**src/rtl/ddpc_pkg.sv**
```systemverilog
package ddpc_pkg;
    // Special-function addresses of the unit
    localparam logic [7:0] DDPC_ADDR_CTRL = 8'ha7;
    // Byte registers of the active pointer; addresses chosen for this unit
    localparam logic [7:0] DDPC_ADDR_LOW = 8'h82;
    localparam logic [7:0] DDPC_ADDR_HIGH = 8'h83;
    localparam logic [7:0] DDPC_ADDR_PAGE = 8'h84;
    // Control field positions
    localparam int DDPC_BIT_SEL = 0;
    localparam int DDPC_BIT_SWAP = 6;
    localparam int DDPC_MAIN_LO = 2;
    localparam int DDPC_SHAD_LO = 4;
    // Writable control bits: 6..2 and 0
    localparam logic [7:0] DDPC_CTRL_MASK = 8'h7d;
    localparam logic [7:0] DDPC_CTRL_RST = 8'h00;
    localparam logic [23:0] DDPC_PTR_RST = 24'h000000;
    // Pointer step modes
    localparam logic [1:0] DDPC_MODE_KEEP = 2'h0;
    localparam logic [1:0] DDPC_MODE_INC = 2'h1;
    localparam logic [1:0] DDPC_MODE_DEC = 2'h2;
    localparam logic [1:0] DDPC_MODE_TGL = 2'h3;
endpackage

```
**src/rtl/ddpc_ptr_store.sv**
```systemverilog
`timescale 1ns/10ps
// Holds main and shadow pointers; one word written per cycle
module ddpc_ptr_store (
    input wire logic ref_clk_i,
    input wire logic rst_n_i,
    input wire logic wr_en_i,
    input wire logic wr_sel_i,
    input wire logic [23:0] wr_data_i,
    output logic [23:0] main_q_o,
    output logic [23:0] shad_q_o
);
    // Both words stay visible so the stepping logic reads without a port
    always_ff @(posedge ref_clk_i or negedge rst_n_i) begin
        if (!rst_n_i) begin
            main_q_o <= ddpc_pkg::DDPC_PTR_RST;
            shad_q_o <= ddpc_pkg::DDPC_PTR_RST;
        end else if (wr_en_i && !wr_sel_i) begin
            main_q_o <= wr_data_i;
        end else if (wr_en_i && wr_sel_i) begin
            shad_q_o <= wr_data_i;
        end
    end
endmodule

```
**src/rtl/ddpc_top.sv**
```systemverilog
`timescale 1ns/10ps
// Dual data pointer unit with its control register
module ddpc_top (
    input wire logic ref_clk_i,
    input wire logic rst_n_i,
    input wire logic sfr_wr_i,            // Special-function write strobe
    input wire logic [7:0] sfr_addr_i,    // Special-function address
    input wire logic [7:0] sfr_wdata_i,   // Write data
    output logic [7:0] sfr_rdata_o,       // Read data of addressed register
    output logic sfr_hit_o,               // Address belongs to this unit
    input wire logic ptr_move_i,          // Pointer-addressed MOVC/MOVX done
    input wire logic ptr_load_i,          // Full 24-bit load of active pointer
    input wire logic [23:0] ptr_load_data_i,
    output logic [23:0] data_pointer_o,   // Active pointer for addressing
    output logic pointer_select_o
);
    logic [7:0] ctrl_q; // Control register, bits 7 and 1 always zero
    logic [7:0] ctrl_d; // Next control value
    logic [23:0] main_q; // Main pointer from the store
    logic [23:0] shad_q; // Shadow pointer from the store
    logic [7:0] rdata_q; // Registered read data
    logic [23:0] active_q; // Registered copy of the active pointer

    // Step a pointer by its mode, wrapping at 24 bits
    function automatic logic [23:0] ddpc_step(input logic [23:0] p, input logic [1:0] m);
        logic [23:0] r;
        r = p;
        unique case (m)
            ddpc_pkg::DDPC_MODE_KEEP: r = p;
            ddpc_pkg::DDPC_MODE_INC: r = p + 24'h000001;
            ddpc_pkg::DDPC_MODE_DEC: r = p - 24'h000001;
            ddpc_pkg::DDPC_MODE_TGL: r = p ^ 24'h000001;
        endcase
        return r;
    endfunction

    // Field views of the control register
    wire sel = ctrl_q[ddpc_pkg::DDPC_BIT_SEL];
    wire swap_en = ctrl_q[ddpc_pkg::DDPC_BIT_SWAP];
    wire [1:0] main_mode = ctrl_q[ddpc_pkg::DDPC_MAIN_LO +: 2];
    wire [1:0] shad_mode = ctrl_q[ddpc_pkg::DDPC_SHAD_LO +: 2];
    wire [23:0] active = sel ? shad_q : main_q;

    // Address decode
    wire hit_ctrl = sfr_addr_i == ddpc_pkg::DDPC_ADDR_CTRL;
    wire hit_low = sfr_addr_i == ddpc_pkg::DDPC_ADDR_LOW;
    wire hit_high = sfr_addr_i == ddpc_pkg::DDPC_ADDR_HIGH;
    wire hit_page = sfr_addr_i == ddpc_pkg::DDPC_ADDR_PAGE;
    wire byte_wr = sfr_wr_i && (hit_low || hit_high || hit_page);

    // Byte write merges into the selected pointer only
    wire [23:0] byte_merge = hit_low ? {active[23:8], sfr_wdata_i} :
                             hit_high ? {active[23:16], sfr_wdata_i, active[7:0]} :
                             {sfr_wdata_i, active[15:0]};

    // Move steps only the pointer in use; load and byte writes override
    wire [1:0] use_mode = sel ? shad_mode : main_mode;
    wire [23:0] stepped = ddpc_step(active, use_mode);
    wire ptr_wr = ptr_move_i || ptr_load_i || byte_wr;
    wire [23:0] ptr_wdata = ptr_load_i ? ptr_load_data_i :
                            byte_wr ? byte_merge : stepped;

    ddpc_ptr_store u_store (
        .ref_clk_i(ref_clk_i),
        .rst_n_i(rst_n_i),
        .wr_en_i(ptr_wr),
        .wr_sel_i(sel),
        .wr_data_i(ptr_wdata),
        .main_q_o(main_q),
        .shad_q_o(shad_q)
    );

    // Control next value: writes mask bits 7 and 1, a move may swap select.
    // A write of the control register in the same cycle as a move wins; the
    // core never issues both at once.
    wire [7:0] ctrl_wr_val = sfr_wdata_i & ddpc_pkg::DDPC_CTRL_MASK;
    wire [7:0] ctrl_swap = ctrl_q ^ 8'h01;
    always_comb begin
        ctrl_d = ctrl_q;
        if (sfr_wr_i && hit_ctrl) begin
            ctrl_d = ctrl_wr_val;
        end else if (ptr_move_i && swap_en) begin
            ctrl_d = ctrl_swap;
        end
    end

    // Control register, clears to zero
    always_ff @(posedge ref_clk_i or negedge rst_n_i) begin
        if (!rst_n_i) begin
            ctrl_q <= ddpc_pkg::DDPC_CTRL_RST;
        end else begin
            ctrl_q <= ctrl_d;
        end
    end

    // Next values of both pointers; they mirror the store's write so the
    // active view can be registered without a cycle of lag
    wire [23:0] main_d = (ptr_wr && !sel) ? ptr_wdata : main_q;
    wire [23:0] shad_d = (ptr_wr && sel) ? ptr_wdata : shad_q;
    wire [23:0] active_d = ctrl_d[ddpc_pkg::DDPC_BIT_SEL] ? shad_d : main_d;

    // Active pointer in its own flops: costs 24 flops, but the address
    // output no longer carries the select mux behind it
    always_ff @(posedge ref_clk_i or negedge rst_n_i) begin
        if (!rst_n_i) begin
            active_q <= ddpc_pkg::DDPC_PTR_RST;
        end else begin
            active_q <= active_d;
        end
    end

    // Registered read data of the addressed byte
    wire [7:0] rd_mux = hit_ctrl ? ctrl_q :
                        hit_low ? active[7:0] :
                        hit_high ? active[15:8] :
                        hit_page ? active[23:16] : 8'h00;
    always_ff @(posedge ref_clk_i or negedge rst_n_i) begin
        if (!rst_n_i) begin
            rdata_q <= 8'h00;
        end else begin
            rdata_q <= rd_mux;
        end
    end

    assign sfr_rdata_o = rdata_q;
    assign sfr_hit_o = hit_ctrl || hit_low || hit_high || hit_page;
    assign data_pointer_o = active_q;
    assign pointer_select_o = sel;
endmodule

```
**config.mk**
```make
export PLATFORM = sky130hd
export DESIGN_NAME = ddpc_top
export DESIGN_NICKNAME = d
export VERILOG_FILES = /design/src/rtl/ddpc_pkg.sv /design/src/rtl/ddpc_ptr_store.sv /design/src/rtl/ddpc_top.sv
export SDC_FILE = /design/constraint.sdc
export NUM_CORES = 1
export LEC_CHECK = 0
export BUFFER_PORTS_ARGS = -buffer_cell sky130_fd_sc_hd__buf_2
export CAP_MARGIN = 25
export CORE_UTILIZATION = 64
export CTS_CLUSTER_DIAMETER = 150
export DETAILED_ROUTE_END_ITERATION = 12
export PLACE_DENSITY = 0.95
export SKIP_CTS_REPAIR_TIMING = 1
export SYNTH_ARGS = -nofsm -noshare
export SYNTH_HDL_FRONTEND = slang
export SYNTH_SLANG_ARGS = --single-unit
export TNS_END_PERCENT = 30
```
**constraint.sdc**
```tcl
create_clock -name ref_clk_i -period 14.8 [get_ports ref_clk_i]
set_clock_uncertainty 0.2 [all_clocks]
set_input_delay 0 -clock ref_clk_i [delete_from_list [all_inputs] [get_ports ref_clk_i]]
set_output_delay 0 -clock ref_clk_i [all_outputs]
set_load 0.02 [all_outputs]
```
==> run metrics <==
die height=102 um; GRT Total Usage=0.417; Post-Syn Instances=753; Max stage delay cell, worst path=ha_1; Rel. slew slack=0.292; pwr dens=205 nW/um^2; total die area=10,400 sq um; Worst Hold Class=primary input to flip-flop; synthesized flop and latch total=86; final worst-path cycle share=0.338; Peak Freq=200 MHz; maximum VDD drop=0.166 mV; Worst Max-Slew Pin Slew=1.03 ns; Synth Area in Compound Gates=0.273; sequential area share after synthesis=0.336; cell taking the most area after synthesis=dfrtp_1; most frequent cells in the layout=nand2_1 (91), dfrtp_1 (85), nor2_1 (83), buf_2 (77), o21ai_0 (61); area post-placement=6870 sq um; Clock Path Buffers=2; # Max-Cap Violations=0; initial core utilization=0.658; n_diodes=0; simple-gate share of the synthesized area=0.182; Clock Pin Slew Worst Setup and Hold Paths=0.09 ns; CTS tree=done; min Tclk post-route=5.01 ns; Root Buffer=clkbuf_8; io pins=79; RSZ-0062 raised after global routing=false; vias in the first global route=6,020; Die Wd=102 um; pre-CTS setup slack=9.94 ns; post-synthesis xor/xnor area fraction=0.0205; WHS Path Cells=3; Antenna Nets Post-Route=0; residual DRC count=0; Final Hold Fails=0; port bufs=78; total number of yosys warnings=0; Rows=36; Worst EP required=14.87 ns; placed insts=934; startpoint types=flip-flop; critical path peak fanout=46; Synth top area share=0.336; status=complete, no violations; CP cell instances=buf_4, mux2i_1, ha_1, inv_1, or3b_1, o2111a_1, a21oi_1, a21o_2, a21oi_2, o311ai_2, nand3_1, o32ai_2; layout overhead on the synthesized area=15.0%; final hold slack=0.00257 ns; TritonCTS buffer count=9; CP Class=flip-flop to flip-flop; via count=6,651; main combinational cell family by area after synthesis=compound AO/OA/AOI/OAI gates; final setup margin=9.79 ns; Core Footprint=9730 sq um; Slew Viols, Final=0; fillcell total=707; vias per inst=6.80; EDFF count, synth=0; ys async rst share=1.00; share of layout cells above drive strength 1=0.193; Syn Nets=820; Non-Filler Instances=978; H-tree depth=3; clock latency at the later pin of the worst-skew pair=0.37 ns; Synth cell types=80; Post-Syn Area per Cell=8.50 sq um; synthesized area=6400 sq um; ys flop type=dfrtp_1; final RePlAce weighted congestion=1.02; Sink Count=86; WP data arrival=5.08 ns; largest net degree at the start of global routing=84; Critical Path Sink Type=flip-flop; grt ovf=0; initial antenna violation count=0; Pre-antenna DRT Iters=6; WL/cell=22.3 um; final setup fails=0; FF-to-FF path depth=12; commonest non-fill, non-tap cell in the layout=nand2_1; setup total negative slack=0 ns; first-pass GRT wire length=32,200 um; nets@finish=908; Routed WL=21,900 um; proportion of synthesized area in mux cells=0.106; Final Cell Area=7360 sq um; Pleak=3.30 nW; Synth Area in Adders=0.0442; iteration-0 DRC count of the detailed router=668; slowest stage delay, CP=0.82 ns; Final HPWL DP=15,400 um; top cells by area, synth=dfrtp_1 (34%), mux2_2 (6.5%), nand2_1 (5.3%), nor2_1 (4.9%), o21ai_0 (4.8%)
-- worst max-delay path, delay by kind of cell, from the launching register on --
family,cells,cell delay [ns]
AO/OA/AOI/OAI,6,1.35
buffers and inverters,2,1.09
adder cells (fa/ha/maj),1,0.82
AND/OR/NAND/NOR,2,0.66
multiplexers,1,0.41
flip-flops,1,0.35
-- power by group --
part	internal [mW]	switching, mW	leakage (nW)
combinational	0.344	0.601	2.16
clock	0.0769	0.0838	0.0854
sequential	0.338	0.0625	1.05
total	0.759	0.747	3.30
-- routing by layer --
layer | share of wire | vias up | global-route usage
met2 | 0.45 | 448 | 0.643
met4 | 0.052 | 0 | 0.212
li1 | - | 2988 | -
met1 | 0.40 | 3114 | 0.576
met3 | 0.095 | 101 | 0.0540
met5 | 0 | - | 0
-- path summary, 6_finish.rpt --
check,startpoint,end,slack [ns]
setup / recovery,ctrl_q[0],data_pointer_o[20],9.79
setup reg to reg,ctrl_q[0],data_pointer_o[20],9.79
max in group asynchronous,rst_n_i,u_store.main_q_o[22],13.78
min in group asynchronous,rst_n_i,sfr_rdata_o[3],0.01
hold reg to reg,u_store.main_q_o[4],u_store.main_q_o[4],0.31
hold / removal,ptr_load_data_i[13],u_store.main_q_o[13],0.003
-- cell type report --
cell class                      count  area, sq um  share of cell area
Multi-Input combinational cell    606         4010               0.544
Clock inverter                      4         50.0             0.00680
Timing Repair Buffer              117          776               0.105
Sequential cell                    86         2150               0.292
Inverter                           21         78.8              0.0107
Tap cell                          133          166              0.0226
Clock buffer                       11          131              0.0178
-- cells in the mapped netlist (all sizes together), types with 8 or more instances --
| cell type | count |
|---|---|
| o311ai | 8 |
| a21o | 12 |
| o21a | 8 |
| nor3 | 16 |
| buf | 9 |
| a211oi | 10 |
| mux2 | 38 |
| o31ai | 8 |
| nand2 | 91 |
| ha | 21 |
| a21oi | 46 |
| xnor2 | 10 |
| o22ai | 11 |
| mux2i | 22 |
| dfrtp | 86 |
| nand3 | 16 |
| clkbuf | 31 |
| a31oi | 12 |
| a211o | 8 |
| nand4 | 11 |
| o21ai | 67 |
| inv | 20 |
| nor2 | 84 |
-- state kept, by name, indices dropped and copies added, names as in the netlist --
| register | count |
|---|---|
| ctrl_q | 6 |
| data_pointer_o | 24 |
| sfr_rdata_o | 8 |
| u_store.main_q_o | 24 |
| u_store.shad_q_o | 24 |
-- cell families (layout without fill, tap and decap cells) --
family / after synthesis / count (layout)
xor gates and xnor gates: 15 / 15
AOI/OAI and AO/OA: 253 / 253
buffers and inverters: 61 / 153
and+or+nand+nor: 256 / 256
muxes: 60 / 60
DFF: 86 / 86
adders and majority gates: 22 / 22
-- metrics by stage --
stage / util / power (mW)
6_report: 0.757 / 1.51
4_1_cts: 0.725 / 1.47
5_1_grt: 0.757 / 1.59
3_3_place_gp: 0.707 / 1.27
2_1_floorplan: - / 1.05
3_5_place_dp: 0.707 / 1.31
No activity file was read; power rests on OpenSTA's default activity.
